--- src/rtl/nand_host_consts.svh ---
`ifndef NAND_HOST_CONSTS_SVH
`define NAND_HOST_CONSTS_SVH

// ----------------------------------------------------------------------
// Opcodes placed on the shared byte lanes during command cycles
// ----------------------------------------------------------------------
`define NAND_OP_RESET 8'hFF
`define NAND_OP_STATUS 8'h70
`define NAND_OP_STATUS_ENH 8'h78
`define NAND_OP_READ_ID 8'h90
`define NAND_OP_PARAM_PAGE 8'hEC
`define NAND_OP_UNIQUE_ID 8'hED
`define NAND_OP_GET_FEAT 8'hEE
`define NAND_OP_SET_FEAT 8'hEF
`define NAND_OP_READ 8'h00
`define NAND_OP_READ_CONF 8'h30
`define NAND_OP_COPY_CONF 8'h35
`define NAND_OP_RAND_OUT 8'h05
`define NAND_OP_RAND_OUT_CONF 8'hE0
`define NAND_OP_RAND_IN 8'h85
`define NAND_OP_PROGRAM 8'h80
`define NAND_OP_REPROGRAM 8'h8B
`define NAND_OP_PROG_CONF 8'h10
`define NAND_OP_PROG_MID 8'h11
`define NAND_OP_ERASE 8'h60
`define NAND_OP_ERASE_CONF 8'hD0

// ----------------------------------------------------------------------
// Address framing
// ----------------------------------------------------------------------
`define NAND_ADDR_ZERO 3'h0
`define NAND_ADDR_ONE 3'h1
`define NAND_ADDR_COL 3'h2
`define NAND_ADDR_ROW 3'h3
`define NAND_ROW_START 3'h2
`define NAND_FEATURE_BYTES 13'h0004

// ----------------------------------------------------------------------
// Bus cycle phases and turnaround timing
// ----------------------------------------------------------------------
`define NAND_PH_SETUP 2'h0
`define NAND_PH_WE_HIGH 2'h3
`define NAND_PH_SAMPLE 2'h3
`define NAND_CLK_MHZ 20
`define NAND_TURN_NS 100
`define NAND_TURN_CYC (((`NAND_TURN_NS * `NAND_CLK_MHZ) + 999) / 1000)

`endif

--- src/rtl/nand_host_pkg.sv ---
package nand_host_pkg;

  // Operations a user may request from the controller.
  typedef enum logic [4:0] {
    OP_RESET, OP_STATUS, OP_STATUS_ENH, OP_READ_ID, OP_PARAM_PAGE,
    OP_UNIQUE_ID, OP_GET_FEAT, OP_SET_FEAT, OP_READ_MODE, OP_PAGE_READ,
    OP_COPY_READ, OP_RAND_OUT, OP_RAND_IN, OP_PROGRAM, OP_REPROGRAM,
    OP_COPY_PROGRAM, OP_ERASE, OP_RAW
  } op_type;

  // Sequencer states of the controller.
  typedef enum logic [2:0] {
    ST_IDLE, ST_CMD, ST_ADDR, ST_DIN, ST_CONF, ST_TURN, ST_WAIT, ST_DOUT
  } state_type;

endpackage : nand_host_pkg

--- src/rtl/nand_op_decode.sv ---
`timescale 1ns/1ns
`default_nettype none
`include "nand_host_consts.svh"

module nand_op_decode #(
  parameter logic [2:0] FULL_ADDR_CYCLES = 3'h5
) (
  // Requested operation.
  input wire nand_host_pkg::op_type op,
  input wire logic intermediate,
  input wire logic [7:0] rawByte,
  // Framing of the operation on the bus.
  output logic [7:0] firstByte,
  output logic [2:0] addrStart,
  output logic [2:0] addrCount,
  output logic hasDataIn,
  output logic hasConfirm,
  output logic [7:0] confirmByte,
  output logic waitBusy,
  output logic hasDataOut,
  output logic modify
);

  // ----------------------------------------------------------------------
  // Per-operation framing table
  // ----------------------------------------------------------------------
  // Defaults describe a bare command; each branch adds only what differs.
  always_comb begin
    firstByte = rawByte;
    addrStart = `NAND_ADDR_ZERO;
    addrCount = `NAND_ADDR_ZERO;
    hasDataIn = 1'b0;
    hasConfirm = 1'b0;
    confirmByte = `NAND_OP_PROG_CONF;
    waitBusy = 1'b0;
    hasDataOut = 1'b0;
    modify = 1'b0;
    unique case (op)
      nand_host_pkg::OP_RESET: begin
        firstByte = `NAND_OP_RESET;
        waitBusy = 1'b1;
      end
      // Plain status has no address and may go to a busy die.
      nand_host_pkg::OP_STATUS: begin
        firstByte = `NAND_OP_STATUS;
        hasDataOut = 1'b1;
      end
      // Enhanced status selects a die by three row bytes.
      nand_host_pkg::OP_STATUS_ENH: begin
        firstByte = `NAND_OP_STATUS_ENH;
        addrStart = `NAND_ROW_START;
        addrCount = `NAND_ADDR_ROW;
        hasDataOut = 1'b1;
      end
      nand_host_pkg::OP_READ_ID: begin
        firstByte = `NAND_OP_READ_ID;
        addrCount = `NAND_ADDR_ONE;
        hasDataOut = 1'b1;
      end
      nand_host_pkg::OP_PARAM_PAGE, nand_host_pkg::OP_UNIQUE_ID: begin
        firstByte = (op == nand_host_pkg::OP_PARAM_PAGE) ?
          `NAND_OP_PARAM_PAGE : `NAND_OP_UNIQUE_ID;
        addrCount = `NAND_ADDR_ONE;
        waitBusy = 1'b1;
        hasDataOut = 1'b1;
      end
      nand_host_pkg::OP_GET_FEAT: begin
        firstByte = `NAND_OP_GET_FEAT;
        addrCount = `NAND_ADDR_ONE;
        waitBusy = 1'b1;
        hasDataOut = 1'b1;
      end
      nand_host_pkg::OP_SET_FEAT: begin
        firstByte = `NAND_OP_SET_FEAT;
        addrCount = `NAND_ADDR_ONE;
        hasDataIn = 1'b1;
        waitBusy = 1'b1;
      end
      // A bare read opcode returns the die to read mode, then reads out any requested bytes.
      nand_host_pkg::OP_READ_MODE: begin
        firstByte = `NAND_OP_READ;
        hasDataOut = 1'b1;
      end
      nand_host_pkg::OP_PAGE_READ, nand_host_pkg::OP_COPY_READ: begin
        firstByte = `NAND_OP_READ;
        addrCount = FULL_ADDR_CYCLES;
        hasConfirm = 1'b1;
        confirmByte = (op == nand_host_pkg::OP_PAGE_READ) ?
          `NAND_OP_READ_CONF : `NAND_OP_COPY_CONF;
        waitBusy = 1'b1;
        hasDataOut = (op == nand_host_pkg::OP_PAGE_READ);
      end
      nand_host_pkg::OP_RAND_OUT: begin
        firstByte = `NAND_OP_RAND_OUT;
        addrCount = `NAND_ADDR_COL;
        hasConfirm = 1'b1;
        confirmByte = `NAND_OP_RAND_OUT_CONF;
        hasDataOut = 1'b1;
      end
      nand_host_pkg::OP_RAND_IN: begin
        firstByte = `NAND_OP_RAND_IN;
        addrCount = `NAND_ADDR_COL;
        hasDataIn = 1'b1;
      end
      // The middle confirm lets a second plane be loaded before the
      // final one starts both planes together.
      nand_host_pkg::OP_PROGRAM, nand_host_pkg::OP_REPROGRAM,
      nand_host_pkg::OP_COPY_PROGRAM: begin
        firstByte = (op == nand_host_pkg::OP_PROGRAM) ? `NAND_OP_PROGRAM :
          (op == nand_host_pkg::OP_REPROGRAM) ? `NAND_OP_REPROGRAM :
          `NAND_OP_RAND_IN;
        addrCount = FULL_ADDR_CYCLES;
        hasDataIn = 1'b1;
        hasConfirm = 1'b1;
        confirmByte = intermediate ?
          `NAND_OP_PROG_MID : `NAND_OP_PROG_CONF;
        waitBusy = 1'b1;
        modify = 1'b1;
      end
      // A two-plane erase sends the first plane without confirm.
      nand_host_pkg::OP_ERASE: begin
        firstByte = `NAND_OP_ERASE;
        addrStart = `NAND_ROW_START;
        addrCount = `NAND_ADDR_ROW;
        hasConfirm = !intermediate;
        confirmByte = `NAND_OP_ERASE_CONF;
        waitBusy = !intermediate;
        modify = 1'b1;
      end
      // Multi-byte entry sequences are sent as single raw commands.
      nand_host_pkg::OP_RAW: begin
        firstByte = rawByte;
      end
      default: begin
        firstByte = rawByte;
      end
    endcase
  end

endmodule : nand_op_decode
`default_nettype wire

--- src/rtl/nand_host.sv ---
`timescale 1ns/1ns
`default_nettype none
`include "nand_host_consts.svh"

module nand_host #(
  parameter logic [2:0] FULL_ADDR_CYCLES = 3'h5,
  parameter int LEN_WIDTH = 13
) (
  // Clock and reset.
  input wire logic clk,
  input wire logic rst_n,
  // Operation request.
  input wire logic opValid,
  output logic opReady,
  input wire nand_host_pkg::op_type opCode,
  input wire logic opIntermediate,
  input wire logic [7:0] opRawByte,
  input wire logic [11:0] opColumn,
  input wire logic [16:0] opRow,
  input wire logic [LEN_WIDTH-1:0] opLength,
  output logic opDone,
  // Bytes to program.
  input wire logic writeValid,
  output logic writeReady,
  input wire logic [7:0] writeData,
  // Bytes read back.
  output logic readValid,
  output logic [7:0] readData,
  // Flash pins.
  output logic selectN,
  output logic cmdLatch,
  output logic addrLatch,
  output logic writeStrobeN,
  output logic read_strobe_n,
  output logic writeProtectN,
  output logic [7:0] dqOut,
  output logic dqOe,
  input wire logic [7:0] dqIn,
  input wire logic readyBusyN
);

  // ----------------------------------------------------------------------
  // Pin synchronisers
  // ----------------------------------------------------------------------
  logic [7:0] dqMeta; // First stage, read only by the second.
  logic [7:0] dqSync; // Data from the flash, safe to use.
  logic rbMeta; // First stage of the ready line.
  logic rbSync; // High while the die is ready.

  // Both pins come from the flash's own timing, so each passes two stages.
  always_ff @(posedge clk or negedge rst_n) begin
    if (!rst_n) begin
      dqMeta <= 8'h00;
      dqSync <= 8'h00;
      rbMeta <= 1'b0;
      rbSync <= 1'b0;
    end else begin
      dqMeta <= dqIn;
      dqSync <= dqMeta;
      rbMeta <= readyBusyN;
      rbSync <= rbMeta;
    end
  end

  // ----------------------------------------------------------------------
  // Operation framing
  // ----------------------------------------------------------------------
  nand_host_pkg::op_type op; // Operation being run.
  logic mid; // Intermediate-confirm flavour of op.
  logic [7:0] raw; // Raw command byte.
  logic [7:0] firstByte;
  logic [2:0] addrStart;
  logic [2:0] addrCount;
  logic hasDataIn;
  logic hasConfirm;
  logic [7:0] confirmByte;
  logic waitBusy;
  logic hasDataOut;
  logic modify;

  nand_op_decode #(
    .FULL_ADDR_CYCLES(FULL_ADDR_CYCLES)
  ) i_nand_op_decode (
    .op(op),
    .intermediate(mid),
    .rawByte(raw),
    .firstByte(firstByte),
    .addrStart(addrStart),
    .addrCount(addrCount),
    .hasDataIn(hasDataIn),
    .hasConfirm(hasConfirm),
    .confirmByte(confirmByte),
    .waitBusy(waitBusy),
    .hasDataOut(hasDataOut),
    .modify(modify)
  );

  // ----------------------------------------------------------------------
  // Sequencer
  // ----------------------------------------------------------------------
  nand_host_pkg::state_type state; // Current bus activity.
  logic [1:0] phase; // Position within one strobe cycle.
  logic [2:0] addrIndex; // Next address byte to send.
  logic [2:0] addrLeft; // Address bytes still to send.
  logic [LEN_WIDTH-1:0] bytesLeft; // Data bytes still to move.
  logic [11:0] column; // Column of the running operation.
  logic [16:0] row; // Page and block of the running operation.
  logic [7:0] turnCount; // Turnaround before busy or data out.
  logic [39:0] addrBytes; // Address bytes, column first.
  logic cycleEnd; // Last phase of a write strobe cycle.

  // Columns lead, then page bits with the block above them.
  assign addrBytes = {7'h00, row[16], row[15:8], row[7:0],
    4'h0, column[11:8], column[7:0]};
  assign cycleEnd = (phase == `NAND_PH_WE_HIGH);

  // Moves through command, address, data, confirm, wait and read-out.
  always_ff @(posedge clk or negedge rst_n) begin
    if (!rst_n) begin
      state <= nand_host_pkg::ST_IDLE;
      phase <= 2'h0;
      op <= nand_host_pkg::OP_RESET;
      mid <= 1'b0;
      raw <= 8'h00;
      addrIndex <= 3'h0;
      addrLeft <= 3'h0;
      bytesLeft <= '0;
      column <= 12'h000;
      row <= 17'h0_0000;
      turnCount <= 8'h00;
    end else begin
      unique case (state)
        nand_host_pkg::ST_IDLE: begin
          phase <= `NAND_PH_SETUP;
          if (opValid && opReady) begin
            op <= opCode;
            mid <= opIntermediate;
            raw <= opRawByte;
            column <= opColumn;
            row <= opRow;
            bytesLeft <= (opCode == nand_host_pkg::OP_SET_FEAT) ?
              `NAND_FEATURE_BYTES : opLength;
            state <= nand_host_pkg::ST_CMD;
          end
        end
        nand_host_pkg::ST_CMD: begin
          phase <= phase + 2'h1;
          if (cycleEnd) begin
            addrIndex <= addrStart;
            addrLeft <= addrCount;
            state <= (addrCount != 3'h0) ? nand_host_pkg::ST_ADDR :
              (hasDataIn && bytesLeft != '0) ? nand_host_pkg::ST_DIN :
              hasConfirm ? nand_host_pkg::ST_CONF :
              nand_host_pkg::ST_TURN;
            turnCount <= 8'(`NAND_TURN_CYC);
          end
        end
        nand_host_pkg::ST_ADDR: begin
          phase <= phase + 2'h1;
          if (cycleEnd) begin
            addrIndex <= addrIndex + 3'h1;
            addrLeft <= addrLeft - 3'h1;
            if (addrLeft == 3'h1) begin
              state <= (hasDataIn && bytesLeft != '0) ?
                nand_host_pkg::ST_DIN : hasConfirm ?
                nand_host_pkg::ST_CONF : nand_host_pkg::ST_TURN;
            end
          end
        end
        nand_host_pkg::ST_DIN: begin
          // Phase 0 holds until the user supplies a byte.
          if (phase != `NAND_PH_SETUP || (writeValid && writeReady)) begin
            phase <= phase + 2'h1;
          end
          if (cycleEnd) begin
            bytesLeft <= bytesLeft - 1'b1;
            if (bytesLeft == 1) begin
              state <= hasConfirm ? nand_host_pkg::ST_CONF :
                nand_host_pkg::ST_TURN;
            end
          end
        end
        nand_host_pkg::ST_CONF: begin
          phase <= phase + 2'h1;
          if (cycleEnd) begin
            state <= nand_host_pkg::ST_TURN;
          end
        end
        // Busy may only show some time after the last strobe.
        nand_host_pkg::ST_TURN: begin
          phase <= `NAND_PH_SETUP;
          turnCount <= turnCount - 8'h01;
          if (turnCount <= 8'h01) begin
            state <= waitBusy ? nand_host_pkg::ST_WAIT :
              (hasDataOut && bytesLeft != '0) ? nand_host_pkg::ST_DOUT :
              nand_host_pkg::ST_IDLE;
          end
        end
        nand_host_pkg::ST_WAIT: begin
          if (rbSync) begin
            state <= (hasDataOut && bytesLeft != '0) ?
              nand_host_pkg::ST_DOUT : nand_host_pkg::ST_IDLE;
          end
        end
        nand_host_pkg::ST_DOUT: begin
          phase <= phase + 2'h1;
          if (phase == `NAND_PH_SAMPLE) begin
            bytesLeft <= bytesLeft - 1'b1;
            if (bytesLeft == 1) begin
              state <= nand_host_pkg::ST_IDLE;
            end
          end
        end
      endcase
    end
  end

  // ----------------------------------------------------------------------
  // Pin drive
  // ----------------------------------------------------------------------
  logic busCycle; // A write strobe cycle is in progress.
  assign busCycle = (state == nand_host_pkg::ST_CMD) ||
    (state == nand_host_pkg::ST_ADDR) || (state == nand_host_pkg::ST_CONF) ||
    (state == nand_host_pkg::ST_DIN && (phase != `NAND_PH_SETUP ||
    (writeValid && writeReady)));

  // Latch enables are set in phase 0 and held until the strobe rises.
  // The read strobe stays high in every state except read-out.
  always_ff @(posedge clk or negedge rst_n) begin
    if (!rst_n) begin
      selectN <= 1'b1;
      cmdLatch <= 1'b0;
      addrLatch <= 1'b0;
      writeStrobeN <= 1'b1;
      read_strobe_n <= 1'b1;
      dqOut <= 8'h00;
      dqOe <= 1'b0;
    end else begin
      // Idle leaves the die deselected so it can drop to standby.
      selectN <= (state == nand_host_pkg::ST_IDLE) && !(opValid && opReady);
      if (state == nand_host_pkg::ST_IDLE) begin
        cmdLatch <= opValid && opReady;
        addrLatch <= 1'b0;
        dqOut <= 8'h00;
        dqOe <= 1'b0;
      end else if (busCycle && cycleEnd) begin
        // Set up the next cycle's latch enables; its byte is loaded below during its phase 0.
        cmdLatch <= (state == nand_host_pkg::ST_CMD && addrCount == 3'h0 &&
          !(hasDataIn && bytesLeft != '0) && hasConfirm) ||
          (state == nand_host_pkg::ST_ADDR && addrLeft == 3'h1 &&
          !(hasDataIn && bytesLeft != '0) && hasConfirm) ||
          (state == nand_host_pkg::ST_DIN && bytesLeft == 1 && hasConfirm);
        addrLatch <= (state == nand_host_pkg::ST_CMD && addrCount != 3'h0) ||
          (state == nand_host_pkg::ST_ADDR && addrLeft != 3'h1);
      end else if (!busCycle && state != nand_host_pkg::ST_DIN) begin
        cmdLatch <= 1'b0;
        addrLatch <= 1'b0;
      end
      // Data lanes carry the byte matching the state.
      unique case (state)
        nand_host_pkg::ST_CMD: dqOut <= firstByte;
        nand_host_pkg::ST_ADDR: dqOut <= addrBytes[{addrIndex, 3'b000} +: 8];
        nand_host_pkg::ST_CONF: dqOut <= confirmByte;
        nand_host_pkg::ST_DIN: begin
          if (phase == `NAND_PH_SETUP && writeValid && writeReady) begin
            dqOut <= writeData;
          end
        end
        default: begin
        end
      endcase
      // The lanes are driven from the cycle the command latch rises.
      dqOe <= busCycle ||
        (state == nand_host_pkg::ST_IDLE && opValid && opReady);
      // Write strobe low in phases 1 and 2, rising into phase 3.
      writeStrobeN <= !(busCycle && (phase == 2'h0 || phase == 2'h1) &&
        (phase != `NAND_PH_SETUP || state != nand_host_pkg::ST_DIN ||
        (writeValid && writeReady)));
      // Read strobe low for phases 1 to 3 of each output byte.
      read_strobe_n <= !(state == nand_host_pkg::ST_DOUT &&
        phase != `NAND_PH_SAMPLE);
    end
  end

  // Protection is lifted only for the length of a modify, set-features or random data-in operation.
  always_ff @(posedge clk or negedge rst_n) begin
    if (!rst_n) begin
      writeProtectN <= 1'b0;
    end else if (state == nand_host_pkg::ST_IDLE) begin
      writeProtectN <= opValid && opReady &&
        (opCode == nand_host_pkg::OP_PROGRAM ||
        opCode == nand_host_pkg::OP_REPROGRAM ||
        opCode == nand_host_pkg::OP_COPY_PROGRAM ||
        opCode == nand_host_pkg::OP_SET_FEAT ||
        opCode == nand_host_pkg::OP_RAND_IN ||
        opCode == nand_host_pkg::OP_ERASE);
    end
  end

  // ----------------------------------------------------------------------
  // User handshakes
  // ----------------------------------------------------------------------
  // Ready for a new operation only in idle, and not just after accepting.
  always_ff @(posedge clk or negedge rst_n) begin
    if (!rst_n) begin
      opReady <= 1'b0;
      opDone <= 1'b0;
      writeReady <= 1'b0;
      readValid <= 1'b0;
      readData <= 8'h00;
    end else begin
      opReady <= (state == nand_host_pkg::ST_IDLE) && !(opValid && opReady);
      opDone <= (state != nand_host_pkg::ST_IDLE) &&
        (state != nand_host_pkg::ST_CMD) && (
        (state == nand_host_pkg::ST_TURN && turnCount <= 8'h01 && !waitBusy &&
        !(hasDataOut && bytesLeft != '0)) ||
        (state == nand_host_pkg::ST_WAIT && rbSync &&
        !(hasDataOut && bytesLeft != '0)) ||
        (state == nand_host_pkg::ST_DOUT && phase == `NAND_PH_SAMPLE &&
        bytesLeft == 1));
      // One byte is asked for at the start of every data-in cycle.
      writeReady <= (state == nand_host_pkg::ST_DIN) &&
        (phase == `NAND_PH_SETUP) && !(writeValid && writeReady);
      readValid <= (state == nand_host_pkg::ST_DOUT) &&
        (phase == `NAND_PH_SAMPLE);
      if (state == nand_host_pkg::ST_DOUT && phase == `NAND_PH_SAMPLE) begin
        readData <= dqSync;
      end
    end
  end

endmodule : nand_host
`default_nettype wire

--- config.mk ---
export PLATFORM = sky130hd
export DESIGN_NAME = nand_host
export DESIGN_NICKNAME = d
export VERILOG_FILES = /design/src/rtl/nand_host_pkg.sv /design/src/rtl/nand_op_decode.sv /design/src/rtl/nand_host.sv
export VERILOG_INCLUDE_DIRS = /design/src /design/src/rtl
export SDC_FILE = /design/constraint.sdc
export NUM_CORES = 1
export LEC_CHECK = 0
export ABC_AREA = 1
export BUFFER_PORTS_ARGS = -buffer_cell sky130_fd_sc_hd__buf_2
export CAP_MARGIN = 20
export CELL_PAD_IN_SITES_DETAIL_PLACEMENT = 1
export CELL_PAD_IN_SITES_GLOBAL_PLACEMENT = 2
export CORE_ASPECT_RATIO = 0.8
export CORE_MARGIN = 10
export CORE_UTILIZATION = 25
export CTS_CLUSTER_DIAMETER = 30
export DETAILED_ROUTE_END_ITERATION = 7
export PLACE_DENSITY_LB_ADDON = 0.1
export SLEW_MARGIN = 25
export SYNTH_ARGS = -nofsm -noshare
export SYNTH_HDL_FRONTEND = slang
export SYNTH_SLANG_ARGS = --single-unit
--- constraint.sdc ---
create_clock -name clk -period 3.1 [get_ports clk]
set_input_delay 0.62 -clock clk [delete_from_list [all_inputs] [get_ports clk]]
set_output_delay 0.62 -clock clk [all_outputs]
set_load 0.05 [all_outputs]
==> impl_metrics.yaml <==
yosys:
  yosysSeqAreaShare_pct: 49.4
  synth.distinct_cells: 42
  synthTopCellsByCount: "269 x nand2_1, 117 x dfrtp_1, 83 x nor2_1, 63 x o21ai_0, 53 x inv_1"
  ys.flop_type: "dfrtp_1"
  ys_ff_latch: 120
  yosys.area.top_type: "dfrtp_1"
  avgSynthCellArea_um2: 7.66
  synth_nets: 881
  synth_edf_count: 0
  synth_area_leaders: "dfrtp_1 48%, nand2_1 17%, o21ai_0 5.2%, nor2_1 5.1%, nand3_1 3.8%"
  synthArstFlopShare_pct: 100
  yosys_warnings: 0
  synth_top_area_share_pct: 48.1
  synth_most_common_cell: "nand2_1"
  netlist_area_um2: 6080
  netlist_instances: 794
cts:
  cts_sinks: 120
  tritoncts: "yes"
  clock-root-buffer: "clkbuf_16"
  clkTransAtPathRegs_ps: 60
  ctsHoldBuffers: 0
  clockBufferDepth: 2
  post_cts_buffers: 0
  numCtsBuffers: 17
  cts_resized: 0
  clock_latency_ps: 430
  cts_htree_levels: 4
sta:
  rsz0062_at_grt: "false"
  hold_violations: 0
  finalSetupTns_ps: 0
  fin_skew_ps: 9.04
  tightestPinTransition_ps: 578
  fmaxAchievable_mhz: 465
  timing.slew.headroom_pct: 61.4
  slew_viol_final: 0
  fin_crit_sh_pct: 69.3
  finalCriticalPeriod_ps: 2150
  setup_viol: 0
worst_setup_path:
  slowest_stage: "dfrtp_1"
  cp_common_cell: "nand2_1"
  r2r-start: "state[1]$_DFFE_PN0P_"
  arrival_ps: 2450
  crit_path_start: "state[1]$_DFFE_PN0P_"
  path_class: "flip-flop to flip-flop"
  ff2ff_path_depth: 9
  cpPeakStageDelay_ps: 450
  crit_end: "addrLatch$_DFFE_PN0P_"
  ff2ff_setup_slack_ps: 950
  r2r_end: "addrLatch$_DFFE_PN0P_"
  end_kind: "flip-flop"
  critical_path_peak_fanout: 12
  start_kind: "flip-flop"
  required_ps: 3400
  path_cells: "nand2_1, nor2_1, buf_4, inv_1, nand2_1, nor2_2, inv_2, nand3_1, o21ai_0"
flow_run:
  cap_violations: 0
cells_and_area:
  areaGrowthSynthToFinish_pct: 24.2
  antenna_cells: 0
  stdcell_count: 1225
  fin_area_um2: 7550
  drive_gt1_share_pct: 19.3
  nets: 987
  final_util_pct: 31.9
global_routing:
  grt_pass1_wl_mm: 35.6
  grt_max_degree: 54
  grt_overflow: 0
  grt_pass1_vias: 6215
  antenna_found_initial: 0
  grt_usage_pct: 14.3
power:
  p_leak_nw: 3.82
  power.total_mw: 7.93
  cellPowerDensity_nw_per_um2: 1050
  ir_drop_mv: 0.408
placement:
  io_buffers: 103
  dpl_cell_area_um2: 6940
  dpl.hpwl_mm: 17.0
  dp.cells: 1193
  place.gp.congestion: 0.842
min_path:
  hold_path_class: "primary input to async pin"
floorplan:
  start_util_pct: 25.7
  die_w_um: 194
  rows: 50
  pin_count: 104
  die_area_um2: 31000
  core_area_um2: 23600
  die_h_um: 160
routing:
  viasPerCell: 4.66
  drt_pass1_iterations: 4
  drc: 0
  ant_nets: 0
  post_drt_wl_per_cell_um: 18.0
  drt_iter0_drc: 277
  vias: 5706
  wl_mm: 22.0
run_status:
  outcome: "finished, final reports clean"
==> cells in the final DEF (no fill, tap or decap), drive strengths merged <==
master | netlist | final
a21boi | 1 | 1
a21oi | 24 | 24
a22o | 1 | 1
a22oi | 7 | 7
a31oi | 2 | 2
buf | 15 | 109
bufinv | 0 | 3
clkbuf | 7 | 18
clkinv | 1 | 3
clkinvlp | 0 | 6
dfrtp | 117 | 117
dfstp | 3 | 3
ha | 10 | 10
inv | 71 | 74
nand2 | 271 | 271
nand3 | 47 | 47
nand3b | 3 | 3
nand4 | 13 | 13
nor2 | 91 | 91
nor3 | 5 | 5
nor4 | 2 | 2
o2111ai | 5 | 5
o211ai | 4 | 4
o21ai | 78 | 78
o221ai | 1 | 1
o22ai | 7 | 7
o2bb2ai | 1 | 1
o311ai | 1 | 1
o31ai | 1 | 1
or2 | 1 | 1
xnor2 | 2 | 2
xor2 | 2 | 2
==> worst max-delay path: cells and delay by family (launching register included) <==
kind | cells | cell delay, ps
buf+inv | 3 | 460
simple gates | 5 | 1020
flops | 1 | 450
compound gates | 1 | 90
==> registers in the layout, summed over array words and instances (netlist names), 2 cells and up <==
| signal | flops |
|---|---|
| column | 12 |
| bytesLeft | 13 |
| turnCount | 8 |
| addrLeft | 3 |
| state | 3 |
| op | 5 |
| dqMeta | 8 |
| raw | 8 |
| dqOut | 8 |
| phase | 2 |
| readData | 8 |
| row | 17 |
| dqSync | 8 |
| addrIndex | 3 |
==> worst min-delay path by stage <==
stage | cells after the start | slack [ps] | start | end
2_1_floorplan | 0 | 320 | rst_n | addrIndex[0]$_DFFE_PN0P_
3_3_place_gp | 0 | 330 | dqMeta[0]$_DFF_PN0_ | dqSync[0]$_DFF_PN0_
3_5_place_dp | 0 | 340 | dqMeta[7]$_DFF_PN0_ | dqSync[7]$_DFF_PN0_
4_1_cts | 1 | 150 | rst_n | dqOut[2]$_DFF_PN0_
5_1_grt | 1 | 170 | rst_n | dqOut[0]$_DFF_PN0_
6_report | 1 | 150 | rst_n | raw[6]$_DFFE_PN0P_
==> final cells by class <==
class                           count  area [um2]
Tap cell                          312         390
Inverter                           72         270
Sequential cell                   120        3010
Clock inverter                     14         171
Fill cell                        2950       16100
Timing Repair Buffer              109         576
Multi-Input combinational cell    580        2700
Clock buffer                       18         439
==> cells by family after synthesis <==
family          Yosys count  share of synthesized area [%]
simple gates            433                           29.5
fa+ha+maj                10                           2.06
buf+inv                  94                           6.19
xor+xnor                  4                          0.576
compound gates          133                           12.3
flops                   120                           49.4
==> per-stage QoR <==
stage / setup WS [ps] / hold WS, ps
6_report: 951 / 152
5_1_grt: 706 / 167
4_1_cts: 870 / 151
3_5_place_dp: 898 / 339
3_3_place_gp: 1020 / 335
2_1_floorplan: 1510 / 324
==> routing by layer <==
layer	vias up	share of wire (%)	GRT usage (%)
met3	13	4.0	3.45
met4	0	0.84	3.81
met1	2809	52	20.3
met5	-	0	0
met2	92	44	21.1
li1	2792	-	-
==> where the power goes <==
group          internal (mW)  switching (mW)  total [mW]
Sequential              2.14           0.512        2.65
Combinational          0.937            2.26        3.20
Clock                   1.29           0.796        2.08
Total                   4.36            3.57        7.93
Power figures use the tool's default switching activity.
